### src/hw/sir_pkg.sv
// Shared constants, types and register map of the supply integrity block
package sir_pkg;

   // ------------------------------------------------------------
   // Clock and timing
   // ------------------------------------------------------------
   localparam int unsigned CLK_MHZ = 200;
   // Least low time of the pin after a watchdog underflow, in ns
   localparam int unsigned WDG_PULSE_NS = 20;
   localparam int unsigned WDG_PULSE_CYC = (WDG_PULSE_NS * CLK_MHZ + 999) / 1000;
   // Reset delay choices, in CPU cycles
   localparam int unsigned DELAY_SHORT_CYC = 256;
   localparam int unsigned DELAY_LONG_CYC = 4096;
   // Reset vector fetch phase, in CPU cycles
   localparam int unsigned FETCH_CYC = 2;
   localparam int unsigned CNT_W = 13;

   // ------------------------------------------------------------
   // Register map (byte addresses)
   // ------------------------------------------------------------
   localparam int unsigned ADDR_W = 8;
   localparam logic [7:0] ADDR_ICS = 8'h00;
   localparam logic [7:0] ADDR_EVT_STAT = 8'h04;
   localparam logic [7:0] ADDR_EVT_MASK = 8'h08;
   localparam logic [7:0] ADDR_SEQ = 8'h0c;

   // integrity_control_status fields
   localparam int unsigned ICS_IRQ_EN_BIT = 6;
   localparam int unsigned ICS_LEVEL_BIT = 5;
   localparam int unsigned ICS_BROWNOUT_BIT = 4;
   localparam int unsigned ICS_WATCHDOG_BIT = 0;
   localparam logic [7:0] ICS_RESET = 8'h00;

   // Event status / mask layout
   localparam int unsigned EVT_W = 4;
   localparam logic [EVT_W-1:0] EVT_RESET = 4'h0;

   // AXI4-Lite responses
   localparam logic [1:0] RESP_OKAY = 2'h0;
   localparam logic [1:0] RESP_SLVERR = 2'h2;

   // ------------------------------------------------------------
   // Types
   // ------------------------------------------------------------
   typedef enum logic [1:0] {
      ST_RUN,
      ST_ACTIVE,
      ST_DELAY,
      ST_FETCH
   } sir_state_t;

   typedef enum logic [1:0] {
      SRC_NONE,
      SRC_EXT,
      SRC_LVD,
      SRC_WDG
   } sir_src_t;

   typedef struct packed {
      logic warn_change;
      logic ext_reset;
      logic brownout_reset;
      logic watchdog_reset;
   } sir_evt_t;

   typedef struct packed {
      logic warn_irq_enable;
      logic warn_level_flag;
      logic brownout_reset_flag;
      logic watchdog_reset_flag;
   } sir_ics_t;

endpackage

### src/hw/sir_integrity.sv
// Supply integrity, reset sequencing and reset-cause flags with AXI4-Lite registers
`timescale 1ns/1ps
// What this block does
// Watchdog underflow pulls reset pin low, minimum width
// Pin held low throughout low-supply reset
// Low-supply reset static while comparator says low
// Warning monitor works only with detector enabled
// Warning level flag read-only, tracks comparator
// Enabled warning interrupt on every flag change
// Entering warning service routine clears pending request
// Warning interrupt needs enable and CPU unmask
// Halt freezes register; warning cannot wake halt
// Wait unaffected; warning interrupt wakes from wait
// No warning interrupt for crossings during reset delay
// Enabling while flag low-supply gives immediate interrupt
// Brownout flag set by low-supply reset, write-zero clears
// Watchdog flag set by watchdog, cleared by brownout
// External and watchdog resets keep brownout flag
// Software writes zero to reserved bits
// Pin low for 256 or 4096 cycle delay
// Two-cycle vector fetch before execution starts
// Comparator outputs synchronised before use
module sir_integrity (
   input wire logic i_sys_clk,
   input wire logic i_reset_n,
   // AXI4-Lite slave
   input wire logic [7:0] i_s_axi_awaddr,
   input wire logic i_s_axi_awvalid,
   output logic o_s_axi_awready,
   input wire logic [31:0] i_s_axi_wdata,
   input wire logic [3:0] i_s_axi_wstrb,
   input wire logic i_s_axi_wvalid,
   output logic o_s_axi_wready,
   output logic [1:0] o_s_axi_bresp,
   output logic o_s_axi_bvalid,
   input wire logic i_s_axi_bready,
   input wire logic [7:0] i_s_axi_araddr,
   input wire logic i_s_axi_arvalid,
   output logic o_s_axi_arready,
   output logic [31:0] o_s_axi_rdata,
   output logic [1:0] o_s_axi_rresp,
   output logic o_s_axi_rvalid,
   input wire logic i_s_axi_rready,
   // Analog comparators and option bits (asynchronous)
   input wire logic i_low_supply_detector,
   input wire logic i_supply_warning_monitor,
   input wire logic i_opt_detector_enable,
   input wire logic i_opt_long_delay,
   // Open-drain reset pin
   input wire logic i_reset_pin,
   output logic o_reset_pin_out,
   output logic o_reset_pin_oe,
   // CPU side (same clock)
   input wire logic i_watchdog_underflow,
   input wire logic i_halt,
   input wire logic i_wait,
   input wire logic i_irq_unmasked,
   input wire logic i_warn_isr_enter,
   output logic o_warn_irq,
   output logic o_wake_wait,
   output logic o_cpu_reset_n,
   output logic o_vector_fetch,
   output logic o_irq
);

   // ------------------------------------------------------------
   // Input synchronisers
   // ------------------------------------------------------------
   logic [4:0] sync1;
   logic [4:0] sync2;
   logic s_lvd;
   logic s_warn;
   logic s_pin;
   logic s_opt_en;
   logic s_opt_long;

   // Two flops on every asynchronous input; stage one feeds stage two only
   always_ff @(posedge i_sys_clk or negedge i_reset_n) begin
      if (!i_reset_n) begin
         sync1 <= 5'h12;
         sync2 <= 5'h12;
      end else begin
         sync1 <= {i_reset_pin, i_low_supply_detector, i_supply_warning_monitor,
                   i_opt_detector_enable, i_opt_long_delay};
         sync2 <= sync1;
      end
   end
   assign {s_pin, s_lvd, s_warn, s_opt_en, s_opt_long} = sync2;

   // ------------------------------------------------------------
   // Reset sequencer
   // ------------------------------------------------------------
   sir_pkg::sir_state_t state;
   sir_pkg::sir_state_t next_state;
   sir_pkg::sir_src_t src;
   sir_pkg::sir_src_t next_src;
   logic [sir_pkg::CNT_W-1:0] cnt;
   logic [sir_pkg::CNT_W-1:0] delay_last;
   logic [2:0] drive_hist;
   logic lvd_active;
   logic wdg_req;
   logic ext_req;
   logic wdg_done;
   logic delay_done;
   logic fetch_done;
   logic enter_lvd;
   logic enter_wdg;
   logic enter_ext;
   logic run;

   // Comparator carries the hysteresis, so its level is the reset
   assign lvd_active = s_lvd & s_opt_en;
   assign wdg_req = i_watchdog_underflow & (state == sir_pkg::ST_RUN);
   // Our own drive echoes back through the synchroniser; ignore it
   assign ext_req = ~s_pin & ~o_reset_pin_oe & ~(|drive_hist);
   assign delay_last = s_opt_long ? sir_pkg::CNT_W'(sir_pkg::DELAY_LONG_CYC - 1)
                                  : sir_pkg::CNT_W'(sir_pkg::DELAY_SHORT_CYC - 1);
   assign wdg_done = cnt == sir_pkg::CNT_W'(sir_pkg::WDG_PULSE_CYC - 1);
   assign delay_done = cnt == delay_last;
   assign fetch_done = cnt == sir_pkg::CNT_W'(sir_pkg::FETCH_CYC - 1);
   // A dip that returns in delay or fetch restarts the whole sequence
   assign enter_lvd = lvd_active & ~(state == sir_pkg::ST_ACTIVE && src == sir_pkg::SRC_LVD);
   assign enter_wdg = wdg_req & ~enter_lvd;
   assign enter_ext = ext_req & (state == sir_pkg::ST_RUN) & ~enter_lvd & ~wdg_req;
   assign run = state == sir_pkg::ST_RUN;

   // Next state; low supply overrides every other phase
   always_comb begin
      next_state = state;
      next_src = src;
      if (enter_lvd) begin
         next_state = sir_pkg::ST_ACTIVE;
         next_src = sir_pkg::SRC_LVD;
      end else if (enter_wdg) begin
         next_state = sir_pkg::ST_ACTIVE;
         next_src = sir_pkg::SRC_WDG;
      end else if (enter_ext) begin
         next_state = sir_pkg::ST_ACTIVE;
         next_src = sir_pkg::SRC_EXT;
      end else begin
         unique case (state)
            sir_pkg::ST_RUN: begin
               next_src = sir_pkg::SRC_NONE;
            end
            sir_pkg::ST_ACTIVE: begin
               unique case (src)
                  sir_pkg::SRC_LVD: if (!lvd_active) next_state = sir_pkg::ST_DELAY;
                  sir_pkg::SRC_WDG: if (wdg_done) next_state = sir_pkg::ST_DELAY;
                  sir_pkg::SRC_EXT: if (s_pin) next_state = sir_pkg::ST_DELAY;
                  sir_pkg::SRC_NONE: next_state = sir_pkg::ST_DELAY;
               endcase
            end
            sir_pkg::ST_DELAY: if (delay_done) next_state = sir_pkg::ST_FETCH;
            sir_pkg::ST_FETCH: if (fetch_done) next_state = sir_pkg::ST_RUN;
         endcase
      end
   end

   // Phase counter restarts on every phase change
   always_ff @(posedge i_sys_clk or negedge i_reset_n) begin
      if (!i_reset_n) begin
         state <= sir_pkg::ST_ACTIVE;
         src <= sir_pkg::SRC_NONE;
         cnt <= '0;
         drive_hist <= 3'h7;
      end else begin
         state <= next_state;
         src <= next_src;
         cnt <= (next_state != state || next_src != src) ? '0 : cnt + 1'b1;
         drive_hist <= {drive_hist[1:0], o_reset_pin_oe};
      end
   end

   // External sources only sense the pin while active, all others drive it; every source drives it in delay
   assign o_reset_pin_oe = (state == sir_pkg::ST_DELAY) |
                           (state == sir_pkg::ST_ACTIVE && src != sir_pkg::SRC_EXT);
   assign o_reset_pin_out = 1'b0;
   assign o_cpu_reset_n = run;
   assign o_vector_fetch = state == sir_pkg::ST_FETCH;

   // ------------------------------------------------------------
   // AXI4-Lite slave
   // ------------------------------------------------------------
   logic aw_got;
   logic w_got;
   logic [7:0] aw_addr;
   logic [31:0] w_data;
   logic [3:0] w_strb;
   logic wr_fire;
   logic rd_fire;
   logic wr_mapped;
   logic rd_mapped;
   logic wr_ics;
   logic wr_stat;
   logic wr_mask;
   logic [31:0] rd_value;

   assign o_s_axi_awready = ~aw_got & ~o_s_axi_bvalid;
   assign o_s_axi_wready = ~w_got & ~o_s_axi_bvalid;
   assign o_s_axi_arready = ~o_s_axi_rvalid;
   assign wr_fire = aw_got & w_got & ~o_s_axi_bvalid;
   assign rd_fire = i_s_axi_arvalid & o_s_axi_arready;
   // Only the low lane carries register data
   assign wr_ics = wr_fire & w_strb[0] & (aw_addr == sir_pkg::ADDR_ICS) & ~i_halt;
   assign wr_stat = wr_fire & w_strb[0] & (aw_addr == sir_pkg::ADDR_EVT_STAT);
   assign wr_mask = wr_fire & w_strb[0] & (aw_addr == sir_pkg::ADDR_EVT_MASK);
   assign wr_mapped = aw_addr == sir_pkg::ADDR_ICS || aw_addr == sir_pkg::ADDR_EVT_STAT ||
                      aw_addr == sir_pkg::ADDR_EVT_MASK || aw_addr == sir_pkg::ADDR_SEQ;
   assign rd_mapped = i_s_axi_araddr == sir_pkg::ADDR_ICS || i_s_axi_araddr == sir_pkg::ADDR_EVT_STAT ||
                      i_s_axi_araddr == sir_pkg::ADDR_EVT_MASK || i_s_axi_araddr == sir_pkg::ADDR_SEQ;

   // Address and data are taken in either order, response after both
   always_ff @(posedge i_sys_clk or negedge i_reset_n) begin
      if (!i_reset_n) begin
         aw_got <= 1'b0;
         w_got <= 1'b0;
         aw_addr <= '0;
         w_data <= '0;
         w_strb <= '0;
         o_s_axi_bvalid <= 1'b0;
         o_s_axi_bresp <= sir_pkg::RESP_OKAY;
      end else begin
         if (i_s_axi_awvalid && o_s_axi_awready) begin
            aw_got <= 1'b1;
            aw_addr <= i_s_axi_awaddr;
         end
         if (i_s_axi_wvalid && o_s_axi_wready) begin
            w_got <= 1'b1;
            w_data <= i_s_axi_wdata;
            w_strb <= i_s_axi_wstrb;
         end
         if (wr_fire) begin
            aw_got <= 1'b0;
            w_got <= 1'b0;
            o_s_axi_bvalid <= 1'b1;
            o_s_axi_bresp <= wr_mapped ? sir_pkg::RESP_OKAY : sir_pkg::RESP_SLVERR;
         end else if (i_s_axi_bready) begin
            o_s_axi_bvalid <= 1'b0;
         end
      end
   end

   // Read data registered at the address handshake
   always_ff @(posedge i_sys_clk or negedge i_reset_n) begin
      if (!i_reset_n) begin
         o_s_axi_rvalid <= 1'b0;
         o_s_axi_rdata <= '0;
         o_s_axi_rresp <= sir_pkg::RESP_OKAY;
      end else if (rd_fire) begin
         o_s_axi_rvalid <= 1'b1;
         o_s_axi_rdata <= rd_value;
         o_s_axi_rresp <= rd_mapped ? sir_pkg::RESP_OKAY : sir_pkg::RESP_SLVERR;
      end else if (i_s_axi_rready) begin
         o_s_axi_rvalid <= 1'b0;
      end
   end

   // ------------------------------------------------------------
   // Integrity control/status and warning interrupt
   // ------------------------------------------------------------
   sir_pkg::sir_ics_t ics;
   logic warn_level;
   logic en_prev;
   logic warn_toggle;
   logic en_rise;
   logic pend_set;
   logic pending;
   logic brown_clr;
   logic wdg_clr;

   // Monitor is dead unless the detector option is on
   assign warn_level = s_warn & s_opt_en;
   // Flag is frozen in halt, so no change is seen there
   assign warn_toggle = run & ~i_halt & (warn_level != ics.warn_level_flag);
   // Enabling while the flag shows low supply fires at once
   assign en_rise = run & ics.warn_irq_enable & ~en_prev & ics.warn_level_flag;
   assign pend_set = (ics.warn_irq_enable & warn_toggle) | en_rise;
   // Software clears a cause flag only by writing zero; reserved bits ignored
   assign brown_clr = wr_ics & ~w_data[sir_pkg::ICS_BROWNOUT_BIT];
   assign wdg_clr = wr_ics & ~w_data[sir_pkg::ICS_WATCHDOG_BIT];

   // Cause flags survive the sequence; hardware set wins over clear
   always_ff @(posedge i_sys_clk or negedge i_reset_n) begin
      if (!i_reset_n) begin
         ics <= '0;
         en_prev <= 1'b0;
      end else begin
         en_prev <= ics.warn_irq_enable;
         if (!i_halt) begin
            ics.warn_level_flag <= warn_level;
         end
         if (!run) begin
            ics.warn_irq_enable <= 1'b0;
         end else if (wr_ics) begin
            ics.warn_irq_enable <= w_data[sir_pkg::ICS_IRQ_EN_BIT];
         end
         if (enter_lvd) begin
            ics.brownout_reset_flag <= 1'b1;
         end else if (brown_clr) begin
            ics.brownout_reset_flag <= 1'b0;
         end
         if (enter_lvd) begin
            ics.watchdog_reset_flag <= 1'b0;
         end else if (enter_wdg) begin
            ics.watchdog_reset_flag <= 1'b1;
         end else if (wdg_clr) begin
            ics.watchdog_reset_flag <= 1'b0;
         end
      end
   end

   // Pending request; cleared by the sequencer and by service entry
   always_ff @(posedge i_sys_clk or negedge i_reset_n) begin
      if (!i_reset_n) begin
         pending <= 1'b0;
      end else if (!run) begin
         pending <= 1'b0;
      end else if (pend_set) begin
         pending <= 1'b1;
      end else if (i_warn_isr_enter) begin
         pending <= 1'b0;
      end
   end

   assign o_warn_irq = pending & ics.warn_irq_enable & i_irq_unmasked;
   // Wait wake only; halt is never left on this source
   assign o_wake_wait = o_warn_irq & i_wait & ~i_halt;

   // ------------------------------------------------------------
   // Event status, mask and interrupt output
   // ------------------------------------------------------------
   sir_pkg::sir_evt_t evt_stat;
   sir_pkg::sir_evt_t evt_mask;
   sir_pkg::sir_evt_t evt_set;
   sir_pkg::sir_evt_t evt_clr;

   assign evt_set = '{warn_change: warn_toggle, ext_reset: enter_ext,
                      brownout_reset: enter_lvd, watchdog_reset: enter_wdg};
   assign evt_clr = wr_stat ? sir_pkg::sir_evt_t'(w_data[sir_pkg::EVT_W-1:0]) : sir_pkg::EVT_RESET;

   // Write one to clear; a same-cycle event keeps its bit
   always_ff @(posedge i_sys_clk or negedge i_reset_n) begin
      if (!i_reset_n) begin
         evt_stat <= sir_pkg::EVT_RESET;
         evt_mask <= sir_pkg::EVT_RESET;
      end else begin
         evt_stat <= (evt_stat & ~evt_clr) | evt_set;
         if (wr_mask) begin
            evt_mask <= sir_pkg::sir_evt_t'(w_data[sir_pkg::EVT_W-1:0]);
         end
      end
   end

   assign o_irq = |(evt_stat & evt_mask);

   // Read mux; reserved bits read zero
   always_comb begin
      rd_value = '0;
      unique case (i_s_axi_araddr)
         sir_pkg::ADDR_ICS: begin
            rd_value[sir_pkg::ICS_IRQ_EN_BIT] = ics.warn_irq_enable;
            rd_value[sir_pkg::ICS_LEVEL_BIT] = ics.warn_level_flag;
            rd_value[sir_pkg::ICS_BROWNOUT_BIT] = ics.brownout_reset_flag;
            rd_value[sir_pkg::ICS_WATCHDOG_BIT] = ics.watchdog_reset_flag;
         end
         sir_pkg::ADDR_EVT_STAT: rd_value[sir_pkg::EVT_W-1:0] = evt_stat;
         sir_pkg::ADDR_EVT_MASK: rd_value[sir_pkg::EVT_W-1:0] = evt_mask;
         sir_pkg::ADDR_SEQ: rd_value[5:0] = {s_opt_long, s_opt_en, src, state};
         default: rd_value = '0;
      endcase
   end
endmodule

### config.mk
export PLATFORM = sky130hd
export DESIGN_NAME = sir_integrity
export DESIGN_NICKNAME = d
export VERILOG_FILES = /design/src/hw/sir_pkg.sv /design/src/hw/sir_integrity.sv
export SDC_FILE = /design/constraint.sdc
export NUM_CORES = 1
export LEC_CHECK = 0
export BUFFER_PORTS_ARGS = -buffer_cell sky130_fd_sc_hd__buf_2
export CAP_MARGIN = 10
export CELL_PAD_IN_SITES_DETAIL_PLACEMENT = 2
export CELL_PAD_IN_SITES_GLOBAL_PLACEMENT = 2
export CORE_AREA = 5 5 98 122
export CTS_BUF_LIST = sky130_fd_sc_hd__clkbuf_8 sky130_fd_sc_hd__clkbuf_16
export DETAILED_ROUTE_END_ITERATION = 6
export DIE_AREA = 0 0 103 127
export PLACE_DENSITY = 0.94
export SYNTH_ARGS = -nofsm -noshare
export SYNTH_HDL_FRONTEND = slang
export SYNTH_SLANG_ARGS = --single-unit
### constraint.sdc
create_clock -name i_sys_clk -period 6.7 [get_ports i_sys_clk]
set_clock_uncertainty 0.1 [all_clocks]
set_input_delay 0.67 -clock i_sys_clk [delete_from_list [all_inputs] [get_ports i_sys_clk]]
set_output_delay 0.67 -clock i_sys_clk [all_outputs]
set_load 0.03 [all_outputs]
==> results of run 1 <==
cell usage after synthesis (all sizes together), types with 7 or more instances:
master  number
inv          7
xor2         9
mux2        23
nand2       30
dfrtp       64
or4          8
a22oi        8
nor2        16
nand3        8
nor4        16
buf         30
o21ai       18
dfstp        8
clkbuf       7
power breakdown:
group | total [uW] | switching [uW] | internal, uW
Clock | 532 | 187 | 345
Combinational | 458 | 294 | 165
Sequential | 662 | 115 | 547
final timing paths:
check,from,to,slack [ns],cells past startpoint
setup / recovery,cnt[4],cnt[3],3.68,5
hold / removal,sync1[3],sync2[3],0.25,0
setup reg to reg,cnt[4],cnt[3],3.68,5
hold reg to reg,sync1[3],sync2[3],0.25,0
max in group asynchronous,i_reset_n,o_s_axi_rdata[6],5.46,2
min in group asynchronous,i_reset_n,aw_addr[7],0.46,2
per-stage QoR:
stage,hold WS [ns],cells,utilization (%)
after floorplan,0.231,337,-
after global placement,0.234,492,35.2
after CTS,0.253,508,38.3
after detailed placement,0.241,492,35.2
after global routing,0.265,508,38.3
final,0.251,508,38.3
worst register-to-register path: cells and delay by family, from the launching register on:
kind             cells  cell delay [ns]
AND/OR/NAND/NOR      4             1.43
AO/OA/AOI/OAI        1             0.86
flip-flops           1             0.45
state kept, by name, indices dropped and copies added, names as in the netlist, 4 cells and up:
name	cells
cnt	13
aw_addr	8
o_s_axi_rdata	7
w_data	6
sync1	5
sync2	5
evt_mask	4
evt_stat	4
ics	4
placed cells by master, fill, tap and decap left out, drive strengths merged, types with 3 or more instances in the layout:
master  instances
nor2b           4
xor2            9
nand3           8
a21oi           4
and2            5
nand4           4
nor4           16
o31ai           4
dfrtp          64
xnor2           4
clkinv          3
a21o            4
inv             7
clkbuf         11
nor3            3
conb           28
or4             8
dfstp           8
nor2           16
nand2b          4
mux2           23
buf            60
o21ai          18
a22oi           8
nand2          30
cell type report:
class | instances | share of cell area [%]
Inverter | 7 | 0.647
Clock buffer | 11 | 6.22
Sequential cell | 72 | 44.6
Timing Repair Buffer | 60 | 7.45
Clock inverter | 5 | 1.94
Tap cell | 132 | 4.06
Multi-Input combinational cell | 221 | 35.1
cells by family (layout without fill, tap and decap cells):
logic type      count (synthesis)  count (layout)
xor+xnor                       13              13
mux                            25              25
compound gates                 46              46
fa+ha+maj                       2               2
flops                          72              72
other cells                     1              28
buf+inv                        44              83
simple gates                  107             107
layer usage:
| metal | global-route usage [%] | up-vias |
|---|---|---|
| met3 | 4.09 | 25 |
| li1 | - | 1164 |
| met5 | 0 | - |
| met4 | 8.46 | 0 |
| met2 | 31.9 | 80 |
| met1 | 19.9 | 1345 |
==> run summary, run 1 <==
DRT iter0 DRCs - 78
FF+latch count, synth - 72
Metal-1 WL - 4060 um
Crit. End Element - flip-flop
CTS tree - done
Reg area - 1810 sq um
IO Pins - 117
area added between synthesis and finish - 18.9%
Buf/Inv on CP - 0
Slew @ Worst Pin - 1.29 ns
Filler Cell Count - 1157
Max Slew Vio Count - 0
final setup violation count - 0
Final Instance Area - 4060 sq um
setup_tns - 0 ns
Synth Area in XOR/XNOR - 3.33%
Design Power - 1650 uW
Routability Congestion - 0.750
Synth Area in Adders - 0.732%
largest net degree at the start of global routing - 73
n_diodes - 0
Yosys cell types - 45
Place WS - 3.85 ns
WL/cell - 21.6 um
Critical Path RT - 6.76 ns
core area - 10600 sq um
Die Ht - 127 um
clock slew at reported path FFs - 0.06 ns
Post-synth EDFFs - 0
cts bufs inserted - 9
multiplexer area fraction after synthesis - 8.53%
Via-to-Cell Ratio - 5.15
total gr overflow - 0
post-synthesis async set-or-reset flop share - 100%
CP max stage delay - 0.86 ns
Post-synth top flop - dfrtp_1
WL met2 - 6180 um
Cell Area, Synth - 3420 sq um
met3 wire length - 402 um
layout cell share with drive strength beyond 1 - 31.4%
Slowest-stage cell, CP - o31ai_2
Root Buffer - clkbuf_16
antenna violations before repair - 0
TritonRoute pass-1 iters - 4
final period utilization - 45.1%
post-synthesis sequential area ratio - 53.0%
post-cts sizing count - 0
Detail Route Antenna Nets - 0
clk sink count - 72
most frequent CP cell - nor4_1
syn avg cell area - 11.0 sq um
Synth area leaders - dfrtp_1 (47%), mux2_2 (7.6%), buf_4 (6.4%)
# Post-CTS Setup Buffers - 0
overall routing resource usage - 18.0%
first-pass GRT wire length - 17600 um
DP HPWL - 7160 um
Clock Path Buffers - 2
initial core utilization - 32.2%
Routed Wire Length - 11000 um
Leak - 0.00188 uW
Hold Fails Final Rpt - 0
max layer used - met4
dpl cell area - 3730 sq um
largest family of logic cells by synthesized area - simple AND/OR/NAND/NOR gates
status - complete, no violations
hold-fix buffer count after cts - 0
final net count - 442
drt drc - 0
YS warnings - 0
Peak VDD IR - 0.212 mV
Max-Cap Viols - 0
top-area cell type share of the netlist area - 46.9%
htree depth - 3
crit-path max FO - 13
Worst Slack Setup Final - 3.68 ns
FMAX - 331 MHz
post-synthesis simple-gate area fraction - 17.1%
unrepaired setup endpoints after global routing - no
I/O Buffers - 59
Power Density - 407 nW/um^2
worst path arrival time - 3.08 ns
Post-Syn Instances - 310
crit path kind - flip-flop to flip-flop
Largest delay share family, worst path - simple AND/OR/NAND/NOR gates
top cell type by total area after synthesis - dfrtp_1
die area - 13100 sq um
Rel. slew slack - 14.0%
CP Launch Type - flip-flop
multi-input logic area - 1430 sq um
vias in the first global route - 3055
Worst-Skew Late Latency - 0.34 ns
chip width - 103 um
crit path time final - 3.02 ns
Rows - 42
Hold WC Path Type - flip-flop to flip-flop
worst-path cell chain - or4_1, nor4_1, nor2_1, o31ai_2, nor4_1
Vias - 2614
Synth Area in Compound Gates - 9.00%
No activity file was read; power rests on OpenSTA's default activity.
==> run 2, diff against run 1 <==
--- a/config.mk
+++ b/config.mk
@@ -5,15 +5,16 @@
 export SDC_FILE = /design/constraint.sdc
 export NUM_CORES = 1
 export LEC_CHECK = 0
+export ABC_AREA = 1
 export BUFFER_PORTS_ARGS = -buffer_cell sky130_fd_sc_hd__buf_2
 export CAP_MARGIN = 10
 export CELL_PAD_IN_SITES_DETAIL_PLACEMENT = 2
 export CELL_PAD_IN_SITES_GLOBAL_PLACEMENT = 2
-export CORE_AREA = 5 5 98 122
+export CORE_AREA = 5 5 104 131
 export CTS_BUF_LIST = sky130_fd_sc_hd__clkbuf_8 sky130_fd_sc_hd__clkbuf_16
 export DETAILED_ROUTE_END_ITERATION = 6
-export DIE_AREA = 0 0 103 127
-export PLACE_DENSITY = 0.94
+export DIE_AREA = 0 0 109 136
+export PLACE_DENSITY = 0.89
 export SYNTH_ARGS = -nofsm -noshare
 export SYNTH_HDL_FRONTEND = slang
 export SYNTH_SLANG_ARGS = --single-unit
==> constraint.sdc (replaced) <==
create_clock -name i_sys_clk -period 2.9 [get_ports i_sys_clk]
set_clock_uncertainty 0.1 [all_clocks]
set_input_delay 0.29 -clock i_sys_clk [delete_from_list [all_inputs] [get_ports i_sys_clk]]
set_output_delay 0.29 -clock i_sys_clk [all_outputs]
set_load 0.03 [all_outputs]
==> run summary, run 2 <==
final net count - 529
max reg flops - 13
Core Util, Final - 34.3%
crit path time final - 2.39 ns
final setup violation count - 0
Hold Fails Final Rpt - 0
CP Launch Type - flip-flop
antenna violations before repair - 1
Routability Congestion - 0.755
Rel. slew slack - 55.2%
Crit. End Element - flip-flop
worst-path cell chain - ha_1, nand3_1, nor2_1, o211ai_1, nand2_1, nand2_1, nand3_1, nand2_1, nand2_2, nor2_1
worst path arrival time - 2.49 ns
cts bufs inserted - 9
YS warnings - 0
Design Power - 3770 uW
total gr overflow - 0
syn avg cell area - 9.03 sq um
Non-Filler Instances - 631
Rows - 46
drt drc - 0
Post-synth top flop - dfrtp_1
crit-path max FO - 13
Hold Slack - 0.0405 ns
Power Density - 887 nW/um^2
Slew @ Worst Pin - 0.666 ns
Post-Syn Instances - 384
clk sink count - 72
Clock Path Buffers - 2
commonest non-fill, non-tap cells in the layout - nand2_1 (72), dfrtp_1 (64), buf_2 (59), inv_1 (43), nor2_1 (42)
Root Buffer - clkbuf_16
Post-synth EDFFs - 0
most frequent CP cell - nand2_1
status - complete, no violations
top-area cell type share of the netlist area - 46.2%
Detail Route Antenna Nets - 0
FMAX - 419 MHz
DP HPWL - 7360 um
FF+latch count, synth - 72
chip width - 109 um
layout cell share with drive strength beyond 1 - 24.4%
post-synthesis sequential area ratio - 52.2%
largest net degree at the start of global routing - 51
Post-synth top cells - nand2_1 (72), dfrtp_1 (64), inv_1 (43)
crit path kind - flip-flop to flip-flop
post-synthesis async set-or-reset flop share - 100%
Leak - 0.00207 uW
# Post-CTS Setup Buffers - 0
Reg area - 1810 sq um
Max-Cap Viols - 0
area added between synthesis and finish - 22.5%
setup_tns - 0 ns
I/O Buffers - 59
CTS tree - done
Largest regs - cnt: 13 flops, aw_addr: 8 flops, o_s_axi_rdata: 7 flops
Vias - 2867
WL/cell - 15.8 um
overall routing resource usage - 14.3%
initial core utilization - 28.0%
most frequent cell after synthesis - nand2_1
Slowest-stage cell, CP - dfrtp_1
Worst-Skew Late Latency - 0.33 ns
Cell Area, Synth - 3470 sq um
Via-to-Cell Ratio - 4.54
multi-input logic area - 1370 sq um
Max Slew Vio Count - 0
n_diodes - 0
commonest non-fill, non-tap cell in the layout - nand2_1
Synth area leaders - dfrtp_1 (46%), nand2_1 (7.8%), buf_4 (6.1%)
DRT iter0 DRCs - 64
htree depth - 3
IO Pins - 117
Hold WC Path Type - input pin to flip-flop
core area - 12400 sq um
top cell type by total area after synthesis - dfrtp_1
final period utilization - 82.4%
Die Ht - 136 um
Critical Path RT - 3.01 ns
Routed Wire Length - 9950 um
TritonRoute pass-1 iters - 4
Peak VDD IR - 0.374 mV
CP max stage delay - 0.45 ns
Largest Register - cnt
unrepaired setup endpoints after global routing - no
Yosys cell types - 36
Filler Cell Count - 1405
first-pass GRT wire length - 16400 um
vias in the first global route - 3343
die area - 14800 sq um
clock slew at reported path FFs - 0.06 ns
Placed Instances - 609
[run 2: cell count changes in the layout (fill, tap and decap cells not counted), sizes merged, moves of 5 or more]
| cell | previous run | this run |
|---|---|---|
| and2 | 5 | 0 |
| dlygate4sd3 | 0 | 6 |
| inv | 7 | 44 |
| a22oi | 8 | 0 |
| mux2 | 23 | 10 |
| nor4 | 16 | 2 |
| nor2 | 16 | 54 |
| or4 | 8 | 0 |
| nand3 | 8 | 20 |
| a21oi | 4 | 11 |
| nand2 | 30 | 74 |
[run 2: logic make-up after synthesis]
group	after synthesis	synth area share (%)
AND/OR/NAND/NOR	166	21.4
buffers and inverters	74	11.3
flip-flops	72	52.2
AO/OA/AOI/OAI	48	8.26
XOR/XNOR	11	2.78
multiplexers	10	3.25
adder cells (fa/ha/maj)	2	0.721
other	1	0.108
[run 2: path summary, 6_finish.rpt]
path	startpoint	slack, ns	cells past startpoint	to
worst max-delay path	cnt[0]	0.51	10	cnt[0]
worst min-delay path	i_s_axi_bready	0.04	2	o_s_axi_bvalid
worst max register to register	cnt[0]	0.51	10	cnt[0]
worst min register to register	sync1[3]	0.25	0	sync2[3]
max in group asynchronous	i_reset_n	1.59	3	drive_hist[0]
min in group asynchronous	i_reset_n	0.38	2	cnt[6]
[run 2: metal layers]
metal  up-vias  global-route usage, %  part of all wire, %
li1       1337                      -                    -
met1      1439                   15.5                   40
met2        72                   26.6                   54
met3        17                   2.90                  4.6
met4         2                   5.89                  1.8
met5         -                      0                0.070
[run 2: timing repair]
| item | 4_1_cts | 5_1_grt |
|---|---|---|
| hold buffers | 6 | 0 |
| resized for setup | 0 | 0 |
| hold endpoints to repair | 26 | 0 |
| endpoints found under the setup margin | 0 | 0 |
[run 2: stage by stage]
step	setup slack (ns)	area [sq um]
5_1_grt	0.330	4250
6_report	0.512	4250
3_5_place_dp	0.539	3870
3_3_place_gp	0.684	3870
4_1_cts	0.479	4250
2_1_floorplan	0.921	3570
[run 2: cell type report]
type                            instances  share of cell area [%]
Timing Repair Buffer                   66                    8.84
Multi-Input combinational cell        265                    32.2
Clock inverter                          4                    1.21
Tap cell                              168                    4.95
Inverter                               44                    3.89
Sequential cell                        72                    42.7
Clock buffer                           12                    6.27
[run 2: critical path, delay by kind of cell (launching register included)]
kind                       cells  cell delay, ns
AOI/OAI and AO/OA              1            0.16
adders and majority gates      1            0.28
and+or+nand+nor                8            1.26
DFF                            1            0.45
[run 2: report_power, final]
group / internal (uW) / leakage, uW / switching (uW) / total, uW
clock: 736 / 0.000155 / 423 / 1160
combinational: 352 / 0.00104 / 831 / 1180
sequential: 1250 / 0.000874 / 173 / 1430
total: 2340 / 0.00207 / 1430 / 3770
